File: src/logic/fpl_defines.vh
// fpl_defines.vh - constants for the fault policy and status indicator block
`ifndef FPL_DEFINES_VH
`define FPL_DEFINES_VH

// --------
// clock and timing
// --------
`define FPL_CLK_HZ 20000000
`define FPL_TICK_MS 1
`define FPL_TICK_CYC (`FPL_CLK_HZ / 1000 * `FPL_TICK_MS)
`define FPL_SLOW_MS_RST 16'h01F4
`define FPL_FAST_MS_RST 16'h007D

// --------
// register byte offsets
// --------
`define FPL_A_CTRL 12'h000
`define FPL_A_STAT 12'h004
`define FPL_A_MASK 12'h008
`define FPL_A_SLOW 12'h00C
`define FPL_A_FAST 12'h010
`define FPL_A_IND 12'h014
`define FPL_A_SWACK 12'h018
`define FPL_T_RESP 2'h1
`define FPL_T_ACK 2'h2
`define FPL_T_MSG 2'h3

// --------
// table geometry and entry layout
// --------
`define FPL_NENT 20
`define FPL_NUM_MSB 15
`define FPL_SET_LSB 16
`define FPL_SET_MSB 19

// --------
// control register fields
// --------
`define FPL_C_READY 0
`define FPL_C_COMM 1
`define FPL_C_FWUPD 2
`define FPL_C_FWDONE 3
`define FPL_C_FWFLT 4
`define FPL_C_INCOMP 5
`define FPL_C_GENFLT 6
`define FPL_C_CYCLIC 7
`define FPL_C_CFGFLT 8
`define FPL_C_NODATA 9
`define FPL_C_BAUD 10
`define FPL_C_CONN 11
`define FPL_C_LINK 12
`define FPL_C_PROT_LSB 16
`define FPL_C_PROT_MSB 23

// --------
// settings encodings
// --------
`define FPL_ACK_DEFAULT 4'h0
`define FPL_ACK_POWERON 4'h1
`define FPL_ACK_CAUSE 4'h2
`define FPL_MSG_FAULT 4'h1
`define FPL_MSG_ALARM 4'h2
`define FPL_MSG_NONE 4'h3
`define FPL_PROT_UNUSED 8'h00

// --------
// status bits
// --------
`define FPL_S_FAULT 0
`define FPL_S_ALARM 1
`define FPL_S_CLEAR 2
`define FPL_S_W 3

`endif

File: src/logic/fpl_top.v
// fpl_top.v - fault policy tables and status indicator encoder
`timescale 1ns/1ns
`include "fpl_defines.vh"

// Function
// twenty-entry fault response override table
// twenty-entry acknowledgement mode override table
// mode 1 power-on only, 2 clears when gone
// twenty-entry message type override table
// type 1 fault, 2 alarm, 3 suppressed
// ready, no fault: ready indicator steady green
// commissioning or factory reset: slow green flash
// firmware update: ready red, bus orange slow
// update done: both indicators slow red flash
// general fault: ready fast red flash
// fault during update: fast red, bus steady red
// incompatible firmware: both fast red flash
// fieldbus off when cyclic or protocol zero
// fieldbus configuration fault: slow red flash
// no data, baud fail, lost: fast red
// link indicator on only while link active
// flash rates from counters, fast below slow
// fixed priority: firmware and faults first
module fpl_top #(
    parameter TICK_CYC = `FPL_TICK_CYC
) (
    // clock and reset
    input wire clk_sys,
    input wire rst_n,
    // ahb-lite slave
    input wire hsel,
    input wire [11:0] haddr,
    input wire [1:0] htrans,
    input wire hwrite,
    input wire [2:0] hsize,
    input wire [31:0] hwdata,
    input wire hready,
    output reg [31:0] hrdata_r,
    output reg hreadyout_r,
    output reg hresp_r,
    // fault event side
    input wire flt_valid,
    input wire [15:0] flt_code,
    input wire flt_cause_gone,
    output reg [3:0] flt_resp_r,
    output reg flt_resp_hit_r,
    output reg flt_active_r,
    output reg alarm_active_r,
    // indicators
    output reg rdy_green_r,
    output reg rdy_red_r,
    output reg bus_fault_green_r,
    output reg bus_fault_red_r,
    output reg link_indicator_r,
    output reg irq_r
);

    // ----------------------------------------------------------------
    // indicator states, one-hot, highest priority first
    // ----------------------------------------------------------------
    localparam [7:0] ST_INCOMP = 8'h80;
    localparam [7:0] ST_FWFLT = 8'h40;
    localparam [7:0] ST_FWUPD = 8'h20;
    localparam [7:0] ST_FWDONE = 8'h10;
    localparam [7:0] ST_GENFLT = 8'h08;
    localparam [7:0] ST_COMM = 8'h04;
    localparam [7:0] ST_READY = 8'h02;
    localparam [7:0] ST_OFF = 8'h01;

    // ----------------------------------------------------------------
    // storage
    // ----------------------------------------------------------------
    reg [31:0] ctrl_r; // converter and bus state bits
    reg [`FPL_S_W-1:0] stat_r; // sticky events
    reg [`FPL_S_W-1:0] mask_r; // interrupt enables
    reg [15:0] slow_ms_r; // slow half period
    reg [15:0] fast_ms_r; // fast half period
    reg [`FPL_NUM_MSB:0] resp_num [0:`FPL_NENT-1];
    reg [3:0] resp_set [0:`FPL_NENT-1];
    reg [`FPL_NUM_MSB:0] ack_num [0:`FPL_NENT-1];
    reg [3:0] ack_set [0:`FPL_NENT-1];
    reg [`FPL_NUM_MSB:0] msg_num [0:`FPL_NENT-1];
    reg [3:0] msg_set [0:`FPL_NENT-1];
    reg [3:0] flt_ack_r; // ack mode of latched fault
    reg [7:0] st_r; // indicator state
    reg [7:0] st_nxt;

    // bus phase
    reg ph_r; // data phase pending
    reg [11:0] adr_r;
    reg wr_r;

    // flash timing
    reg [15:0] tick_cnt_r;
    reg tick_r;
    reg [15:0] slow_cnt_r;
    reg [15:0] fast_cnt_r;
    reg slow_ph_r;
    reg fast_ph_r;
    wire [15:0] fast_eff;

    // ----------------------------------------------------------------
    // helper functions
    // ----------------------------------------------------------------
    // table select from byte address
    function [1:0] tsel;
        input [11:0] a;
        begin
            tsel = a[9:8];
        end
    endfunction

    // entry index is valid inside a table
    function ent_ok;
        input [11:0] a;
        begin
            ent_ok = (a[11:10] == 2'h0) && (tsel(a) != 2'h0) && (a[7:2] < `FPL_NENT) && (a[1:0] == 2'h0);
        end
    endfunction

    // entry word layout
    function [31:0] ent_word;
        input [15:0] n;
        input [3:0] s;
        begin
            ent_word = {12'h000, s, n};
        end
    endfunction

    // ----------------------------------------------------------------
    // ahb-lite slave: one wait state, then okay
    // ----------------------------------------------------------------
    wire acc = hsel & htrans[1] & hready & hreadyout_r;
    wire do_wr = ph_r & wr_r;
    wire [4:0] idx = adr_r[6:2];
    wire [31:0] wd = hwdata;

    // address phase capture and handshake
    always @(posedge clk_sys) begin
        if (!rst_n) begin
            ph_r <= 1'b0;
            adr_r <= 12'h000;
            wr_r <= 1'b0;
            hreadyout_r <= 1'b1;
            hresp_r <= 1'b0;
        end else if (acc) begin
            ph_r <= 1'b1;
            adr_r <= haddr;
            wr_r <= hwrite;
            hreadyout_r <= 1'b0; // stall while data resolves
        end else begin
            ph_r <= 1'b0;
            hreadyout_r <= 1'b1;
        end
    end

    // read data, unmapped reads zero
    always @(posedge clk_sys) begin
        if (!rst_n) begin
            hrdata_r <= 32'h00000000;
        end else if (ph_r && !wr_r) begin
            if (ent_ok(adr_r)) begin
                case (tsel(adr_r))
                    `FPL_T_RESP: hrdata_r <= ent_word(resp_num[idx], resp_set[idx]);
                    `FPL_T_ACK: hrdata_r <= ent_word(ack_num[idx], ack_set[idx]);
                    default: hrdata_r <= ent_word(msg_num[idx], msg_set[idx]);
                endcase
            end else begin
                case (adr_r)
                    `FPL_A_CTRL: hrdata_r <= ctrl_r;
                    `FPL_A_STAT: hrdata_r <= {29'h00000000, stat_r};
                    `FPL_A_MASK: hrdata_r <= {29'h00000000, mask_r};
                    `FPL_A_SLOW: hrdata_r <= {16'h0000, slow_ms_r};
                    `FPL_A_FAST: hrdata_r <= {16'h0000, fast_ms_r};
                    `FPL_A_IND: hrdata_r <= {14'h0000, flt_active_r, alarm_active_r, 3'h0,
                        link_indicator_r, bus_fault_red_r, bus_fault_green_r, rdy_red_r, rdy_green_r, st_r};
                    default: hrdata_r <= 32'h00000000;
                endcase
            end
        end
    end

    // ----------------------------------------------------------------
    // plain registers
    // ----------------------------------------------------------------
    always @(posedge clk_sys) begin
        if (!rst_n) begin
            ctrl_r <= 32'h00000000;
            mask_r <= 3'h0;
            slow_ms_r <= `FPL_SLOW_MS_RST;
            fast_ms_r <= `FPL_FAST_MS_RST;
        end else if (do_wr) begin
            case (adr_r)
                `FPL_A_CTRL: ctrl_r <= wd;
                `FPL_A_MASK: mask_r <= wd[`FPL_S_W-1:0];
                `FPL_A_SLOW: slow_ms_r <= wd[15:0];
                `FPL_A_FAST: fast_ms_r <= wd[15:0];
                default: ctrl_r <= ctrl_r;
            endcase
        end
    end

    // ----------------------------------------------------------------
    // override tables, number zero marks an empty entry
    // ----------------------------------------------------------------
    genvar g;
    generate
        for (g = 0; g < `FPL_NENT; g = g + 1) begin : g_tab
            // one entry of each table
            always @(posedge clk_sys) begin
                if (!rst_n) begin
                    resp_num[g] <= 16'h0000;
                    resp_set[g] <= 4'h0;
                    ack_num[g] <= 16'h0000;
                    ack_set[g] <= 4'h0;
                    msg_num[g] <= 16'h0000;
                    msg_set[g] <= 4'h0;
                end else if (do_wr && ent_ok(adr_r) && idx == g) begin
                    case (tsel(adr_r))
                        `FPL_T_RESP: begin
                            resp_num[g] <= wd[`FPL_NUM_MSB:0];
                            resp_set[g] <= wd[`FPL_SET_MSB:`FPL_SET_LSB];
                        end
                        `FPL_T_ACK: begin
                            ack_num[g] <= wd[`FPL_NUM_MSB:0];
                            ack_set[g] <= wd[`FPL_SET_MSB:`FPL_SET_LSB];
                        end
                        default: begin
                            msg_num[g] <= wd[`FPL_NUM_MSB:0];
                            msg_set[g] <= wd[`FPL_SET_MSB:`FPL_SET_LSB];
                        end
                    endcase
                end
            end
        end
    endgenerate

    // ----------------------------------------------------------------
    // lookup of incoming fault code, last matching entry wins
    // ----------------------------------------------------------------
    reg [3:0] lk_resp;
    reg lk_rhit;
    reg [3:0] lk_ack;
    reg [3:0] lk_msg;
    integer i;
    always @* begin
        lk_resp = 4'h0;
        lk_rhit = 1'b0;
        lk_ack = `FPL_ACK_DEFAULT;
        lk_msg = `FPL_MSG_FAULT; // unlisted codes report as fault
        for (i = 0; i < `FPL_NENT; i = i + 1) begin
            if (resp_num[i] != 16'h0000 && resp_num[i] == flt_code) begin
                lk_resp = resp_set[i];
                lk_rhit = 1'b1;
            end
            if (ack_num[i] != 16'h0000 && ack_num[i] == flt_code) begin
                lk_ack = ack_set[i];
            end
            if (msg_num[i] != 16'h0000 && msg_num[i] == flt_code) begin
                lk_msg = msg_set[i];
            end
        end
    end

    // ----------------------------------------------------------------
    // fault and alarm state with policy applied
    // ----------------------------------------------------------------
    wire sw_ack = do_wr && adr_r == `FPL_A_SWACK && wd[0];
    wire ev_flt = flt_valid && lk_msg == `FPL_MSG_FAULT;
    wire ev_alm = flt_valid && lk_msg == `FPL_MSG_ALARM;
    // power-on mode never clears here; cause mode clears on cause gone
    wire flt_clr = flt_active_r && !ev_flt &&
        ((flt_ack_r == `FPL_ACK_CAUSE && flt_cause_gone) ||
         (flt_ack_r == `FPL_ACK_DEFAULT && sw_ack));

    always @(posedge clk_sys) begin
        if (!rst_n) begin
            flt_active_r <= 1'b0;
            flt_ack_r <= `FPL_ACK_DEFAULT;
            alarm_active_r <= 1'b0;
            flt_resp_r <= 4'h0;
            flt_resp_hit_r <= 1'b0;
        end else begin
            if (ev_flt) begin
                flt_active_r <= 1'b1;
                // a sticky power-on fault stays sticky
                if (!(flt_active_r && flt_ack_r == `FPL_ACK_POWERON)) begin
                    flt_ack_r <= lk_ack;
                end
                flt_resp_r <= lk_resp;
                flt_resp_hit_r <= lk_rhit;
            end else if (flt_clr) begin
                flt_active_r <= 1'b0;
            end
            // alarms go away with their cause
            if (ev_alm) begin
                alarm_active_r <= 1'b1;
            end else if (flt_cause_gone) begin
                alarm_active_r <= 1'b0;
            end
        end
    end

    // ----------------------------------------------------------------
    // sticky status, write one to clear, set wins
    // ----------------------------------------------------------------
    wire [`FPL_S_W-1:0] ev_set = {flt_clr, ev_alm, ev_flt};
    wire [`FPL_S_W-1:0] w1c = (do_wr && adr_r == `FPL_A_STAT) ? wd[`FPL_S_W-1:0] : 3'h0;
    always @(posedge clk_sys) begin
        if (!rst_n) begin
            stat_r <= 3'h0;
            irq_r <= 1'b0;
        end else begin
            stat_r <= (stat_r & ~w1c) | ev_set;
            irq_r <= |(((stat_r & ~w1c) | ev_set) & mask_r);
        end
    end

    // ----------------------------------------------------------------
    // flash rate generation
    // ----------------------------------------------------------------
    // fast period forced below slow when misconfigured
    assign fast_eff = (fast_ms_r != 16'h0000 && fast_ms_r < slow_ms_r) ? fast_ms_r :
        ((slow_ms_r >> 2) == 16'h0000 ? 16'h0001 : (slow_ms_r >> 2));

    // millisecond tick
    always @(posedge clk_sys) begin
        if (!rst_n) begin
            tick_cnt_r <= 16'h0000;
            tick_r <= 1'b0;
        end else if (tick_cnt_r >= TICK_CYC - 1) begin
            tick_cnt_r <= 16'h0000;
            tick_r <= 1'b1;
        end else begin
            tick_cnt_r <= tick_cnt_r + 16'h0001;
            tick_r <= 1'b0;
        end
    end

    // slow and fast phase toggles
    always @(posedge clk_sys) begin
        if (!rst_n) begin
            slow_cnt_r <= 16'h0000;
            fast_cnt_r <= 16'h0000;
            slow_ph_r <= 1'b0;
            fast_ph_r <= 1'b0;
        end else if (tick_r) begin
            if (slow_cnt_r + 16'h0001 >= slow_ms_r) begin
                slow_cnt_r <= 16'h0000;
                slow_ph_r <= ~slow_ph_r;
            end else begin
                slow_cnt_r <= slow_cnt_r + 16'h0001;
            end
            if (fast_cnt_r + 16'h0001 >= fast_eff) begin
                fast_cnt_r <= 16'h0000;
                fast_ph_r <= ~fast_ph_r;
            end else begin
                fast_cnt_r <= fast_cnt_r + 16'h0001;
            end
        end
    end

    // ----------------------------------------------------------------
    // indicator state selection by fixed priority
    // ----------------------------------------------------------------
    wire gen_flt = ctrl_r[`FPL_C_GENFLT] | flt_active_r;
    always @* begin
        if (ctrl_r[`FPL_C_INCOMP]) begin
            st_nxt = ST_INCOMP;
        end else if (ctrl_r[`FPL_C_FWFLT]) begin
            st_nxt = ST_FWFLT;
        end else if (ctrl_r[`FPL_C_FWUPD]) begin
            st_nxt = ST_FWUPD;
        end else if (ctrl_r[`FPL_C_FWDONE]) begin
            st_nxt = ST_FWDONE;
        end else if (gen_flt) begin
            st_nxt = ST_GENFLT;
        end else if (ctrl_r[`FPL_C_COMM]) begin
            st_nxt = ST_COMM;
        end else if (ctrl_r[`FPL_C_READY]) begin
            st_nxt = ST_READY;
        end else begin
            st_nxt = ST_OFF;
        end
    end

    always @(posedge clk_sys) begin
        if (!rst_n) begin
            st_r <= ST_OFF;
        end else begin
            st_r <= st_nxt;
        end
    end

    // ----------------------------------------------------------------
    // indicator encoding
    // ----------------------------------------------------------------
    wire prot_off = ctrl_r[`FPL_C_PROT_MSB:`FPL_C_PROT_LSB] == `FPL_PROT_UNUSED;
    wire fb_fast = ctrl_r[`FPL_C_NODATA] | ctrl_r[`FPL_C_BAUD] | ctrl_r[`FPL_C_CONN];
    always @(posedge clk_sys) begin
        if (!rst_n) begin
            rdy_green_r <= 1'b0;
            rdy_red_r <= 1'b0;
            bus_fault_green_r <= 1'b0;
            bus_fault_red_r <= 1'b0;
            link_indicator_r <= 1'b0;
        end else begin
            rdy_green_r <= 1'b0;
            rdy_red_r <= 1'b0;
            bus_fault_green_r <= 1'b0;
            bus_fault_red_r <= 1'b0;
            // fieldbus state when no general state owns the bus indicator
            if (prot_off || ctrl_r[`FPL_C_CYCLIC]) begin
                bus_fault_red_r <= 1'b0;
            end else if (ctrl_r[`FPL_C_CFGFLT]) begin
                bus_fault_red_r <= slow_ph_r;
            end else if (fb_fast) begin
                bus_fault_red_r <= fast_ph_r;
            end
            case (st_r)
                ST_INCOMP: begin
                    rdy_red_r <= fast_ph_r;
                    bus_fault_red_r <= fast_ph_r;
                end
                ST_FWFLT: begin
                    rdy_red_r <= fast_ph_r;
                    bus_fault_red_r <= 1'b1;
                end
                ST_FWUPD: begin
                    rdy_red_r <= 1'b1;
                    bus_fault_red_r <= slow_ph_r;
                    bus_fault_green_r <= slow_ph_r;
                end
                ST_FWDONE: begin
                    rdy_red_r <= slow_ph_r;
                    bus_fault_red_r <= slow_ph_r;
                end
                ST_GENFLT: rdy_red_r <= fast_ph_r;
                ST_COMM: rdy_green_r <= slow_ph_r;
                ST_READY: rdy_green_r <= 1'b1;
                ST_OFF: rdy_green_r <= 1'b0;
                default: rdy_green_r <= 1'b0;
            endcase
            link_indicator_r <= ctrl_r[`FPL_C_LINK];
        end
    end

endmodule // fpl_top

File: config.mk
export PLATFORM = sky130hd
export DESIGN_NAME = fpl_top
export DESIGN_NICKNAME = d
export VERILOG_FILES = /design/src/logic/fpl_top.v
export VERILOG_INCLUDE_DIRS = /design/src /design/src/logic
export SDC_FILE = /design/constraint.sdc
export NUM_CORES = 2
export LEC_CHECK = 0
export ABC_CLOCK_PERIOD_IN_PS = 5100
export BUFFER_PORTS_ARGS = -buffer_cell sky130_fd_sc_hd__clkbuf_2
export CAP_MARGIN = 20
export CORE_ASPECT_RATIO = 0.5
export CORE_UTILIZATION = 58
export CTS_BUF_LIST = sky130_fd_sc_hd__clkbuf_16
export DETAILED_ROUTE_END_ITERATION = 8
export PLACE_DENSITY = 0.77
export SYNTH_ARGS = -nofsm -noshare
export SYNTH_HDL_FRONTEND = slang
export SYNTH_SLANG_ARGS = --single-unit
File: constraint.sdc
create_clock -name clk_sys -period 5.1 [get_ports clk_sys]
set_input_delay 0.765 -clock clk_sys [delete_from_list [all_inputs] [get_ports clk_sys]]
set_output_delay 0.765 -clock clk_sys [all_outputs]
set_load 0.05 [all_outputs]
==> metrics.csv <==
stage,metric,value,unit
detailed_routing,WL final,322000,um
yosys,sequential share of the synthesized area,0.494,
clocking,TritonCTS clock tree,built,
finish,final core utilization,0.648,
timing,Max Clock Freq,209,MHz
placement,post-DP HPWL,229000,um
worst_setup_path,WP data required,5790,ps
min_path,Worst Hold End,ctrl_r[26]$_SDFFE_PN0P_,
power,clock network power share,0.389,
power,Reg power frac,0.506,
timing,Hold Slack,209,ps
yosys,commonest cells in the netlist,"and2_1 (1219), edfxtp_1 (1200), xnor2_1 (694)",
clocking,CTS max path bufs,4,
timing,slew margin rel.,0.146,
finish,layout cells sized above 1,0.170,
yosys,post-synthesis register bit count,1398,
yosys,ys flop type,edfxtp_1,
detailed_routing,total number of vias,63000,
power,PD cells,292,nW/um^2
global_routing,grt ovf,0,
clocking,# hold bufs at CTS,0,
finish,filler instances,10500,
detailed_routing,post-DR wirelength/cell,36.2,um
worst_setup_path,Critical Path Start Type,flip-flop,
placement,GP Congestion,1.12,
global_routing,vias in the first global route,59800,
yosys,dominant cell type by area after synthesis,edfxtp_1,
timing,Slew @ Worst Pin,1280,ps
global_routing,Tot GR Track Use,0.454,
run_status,status,"finished, final reports clean",
die,die area,141000,um^2
power,switching part of the total,0.264,
yosys,"count leader, synth",and2_1,
yosys,Synth Instances,6814,
timing,"Hold Vio Cnt, Final",0,
power,Net Switching,6.88,mW
detailed_routing,drt via density,7.07,
worst_setup_path,R2R setup slack,310,ps
clocking,Inserted Clock Buffers,141,
die,Horiz. Die Dim,530,um
timing,number of max-slew violations in the final report,0,
die,row count,96,
timing,Max Clock Skew,24.1,ps
clocking,clock sink total,1398,
worst_setup_path,critical path class,reg -> reg,
worst_setup_path,RR Startpoint,slow_ms_r[1]$_SDFFE_PN0P_,
global_routing,first-pass GRT wire length,449000,um
detailed_routing,Initial DRC Count,10400,
global_routing,initial antenna violation count,36,
clocking,number of H-tree levels,4,
placement,port bufs,113,
timing,RSZ-0062 raised after global routing,no,
power,leak pwr,31.3,nW
yosys,Mapped Area,81000,um^2
worst_setup_path,CP endpoint kind,flip-flop,
clocking,clk slew on worst S/H paths,60,ps
global_routing,largest net degree at the start of global routing,97,
clocking,Root Buffer,clkbuf_16,
power,worst vdd ir,0.000282,V
worst_setup_path,"Max FO, Critical Path",15,
min_path,hold depth,3,
finish,Final #Nets,7050,
die,starting density of the core,0.588,
die,die extent in y,266,um
yosys,largest cells by area after synthesis,"edfxtp_1 (45%), mux4_2 (10%), and2_1 (9.4%), xnor2_1 (7.5%), dfxtp_1 (4.9%)",
worst_setup_path,end of the worst register-to-register path,fast_ph_r$_SDFFE_PN0P_,
yosys,Netlist cell types,103,
clocking,Clock Latency Late Sink,810,ps
timing,final worst path period share,0.940,
min_path,Hold Crit Start,hwdata[26],
die,IO Pins,119,
die,Core Region,138000,um^2
worst_setup_path,Worst R2R Path Depth,27,
finish,synthesis-to-layout area growth,10.4,%
detailed_routing,drc violations,0,
detailed_routing,drt pass-1 iters,7,
detailed_routing,Routed Antenna Nets,0,
timing,Final min period,4790,ps
power,internal power,19.2,mW
yosys,area share of the largest cell type after synthesis,0.445,
clocking,Post-CTS Setup Repair Bufs,0,
min_path,Hold Path Class,in -> reg,
run,max-capacitance violation count,0,
yosys,Synth async-reset ratio,0,
worst_setup_path,WP data arrival,5480,ps
timing,final setup TNS,0,ps
yosys,YS warnings,0,
timing,"Setup violations, final",0,
yosys,number of synthesized flops with an enable pin,1200,
power,combinational power share,0.105,
yosys,Syn Area/Cell,11.9,um^2
-- worst max path at each step --
stage                                        to                       from  slack, ps
finish                   fast_ph_r$_SDFFE_PN0P_  slow_ms_r[1]$_SDFFE_PN0P_        310
global route        fast_cnt_r[13]$_SDFFE_PN0P_  slow_ms_r[1]$_SDFFE_PN0P_         20
CTS                 fast_cnt_r[13]$_SDFFE_PN0P_  slow_ms_r[1]$_SDFFE_PN0P_         30
detailed placement  fast_cnt_r[13]$_SDFFE_PN0P_  slow_ms_r[1]$_SDFFE_PN0P_          2
global placement     fast_cnt_r[7]$_SDFFE_PN0P_  slow_ms_r[1]$_SDFFE_PN0P_        -40
floorplan            fast_cnt_r[8]$_SDFFE_PN0P_  slow_ms_r[1]$_SDFFE_PN0P_         80
-- final cells by class --
cell class              count  area, um^2  area share
inverters                  75         282     0.00315
flip-flops and latches   1398       40000       0.448
clock buffers             146        3650      0.0409
clock inverters            96         607     0.00679
multi-input cells        4788       38400       0.429
well taps                1862        2330      0.0261
repair buffers            521        4050      0.0453
diodes                     19        47.5    0.000532
-- power by group through the flow --
| stage | logic [mW] | registers [mW] | clock network (mW) |
|---|---|---|---|
| floorplan | 1.57 | 13.2 | 0 |
| global placement | 2.58 | 13.4 | 0 |
| detailed placement | 2.61 | 13.4 | 0 |
| CTS | 2.62 | 13.2 | 10.1 |
| global route | 2.78 | 13.2 | 10.5 |
| finish | 2.74 | 13.2 | 10.2 |
-- cell families (layout without fill, tap and decap cells) --
family                   Yosys count  count (layout)  synth area share
AO/OA/AOI/OAI                    604             604            0.0513
buffers and inverters            629             838            0.0360
AND/OR/NAND/NOR                 2683            2683             0.191
flip-flops                      1398            1398             0.494
XOR/XNOR                        1002            1002             0.109
other                              1              21         0.0000463
adder cells (fa/ha/maj)           53              53           0.00819
multiplexers                     444             444             0.111
-- per-stage QoR --
stage / area [um^2] / cells / power [mW] / setup WS, ps
after floorplan: 81000 / 6815 / 14.8 / 84.2
after global placement: 84800 / 8631 / 16.0 / -35.4
final: 89300 / 8905 / 26.1 / 305
after global routing: 89300 / 8887 / 26.5 / 16.4
after CTS: 89100 / 8877 / 25.9 / 32.2
after detailed placement: 84900 / 8635 / 16.0 / 1.82
-- critical path, cell delays in order (launching register included) --
cell and delay, ps:
dfxtp_2 320, inv_1 50, ha_1 300, a21o_1 180, a21o_1 200, a21oi_2 120
nor2b_1 60, o21ai_1 120, nand2b_1 80, a21o_1 190, a21oi_2 130, o211ai_1 110
a41oi_2 250, buf_6 250, mux2i_1 240, ha_1 260, a21o_1 160, a21o_1 180
a21o_1 180, a21o_1 170, a21o_1 170, a21o_1 180, a21oi_2 130, o211a_1 180
buf_4 130, nand2b_1 120, xnor2_1 70, and2_1 150
-- cell usage in the layout, fill, tap and decap left out, drive strengths merged, types with 11 or more instances in the layout --
cell and instances:
o21ai 160, and3 38, or2 11, mux2i 67, nor3 47, a31oi 32, nand3b 14, o31ai 15
o2111ai 13, nand3 114, dfxtp 198, mux2 16, a21o 22, mux4 361, nand4 243, inv 113
nand2 345, o21a 11, a222oi 13, nor2b 31, nand2b 26, nor4 346, xnor2 696, diode 19
ha 53, xor2 306, a22o 24, and2 1219, o211ai 19, edfxtp 1200, a21oi 77, clkbuf 227
nor2 189, a221oi 24, buf 440, a21boi 91, a22oi 26, and4 11, clkinv 50
-- sequential cells by signal, indices dropped and copies added, names as in the netlist, 16 cells and up, named ones only --
name / flops
resp_num: 320
ack_set: 80
resp_set: 80
hrdata_r: 32
tick_cnt_r: 16
fast_ms_r: 16
msg_num: 320
fast_cnt_r: 16
ack_num: 320
msg_set: 80
slow_ms_r: 16
slow_cnt_r: 16
ctrl_r: 32
-- metal layers --
metal  global-route usage  vias up  wire length (um)
met5              0.00889        -               288
met4                0.215       22             18000
met3                0.178     1051             51000
met2                0.655     5492            136000
met1                0.600    31200            117000
li1                     -    25200                 -
-- timing repair --
| action | CTS | global route |
|---|---|---|
| pin swaps | 1 | 6 |
| endpoints found under the setup margin | 7 | 17 |
| gates resized for setup | 1 | 10 |
(Power assumes the default switching activity.)
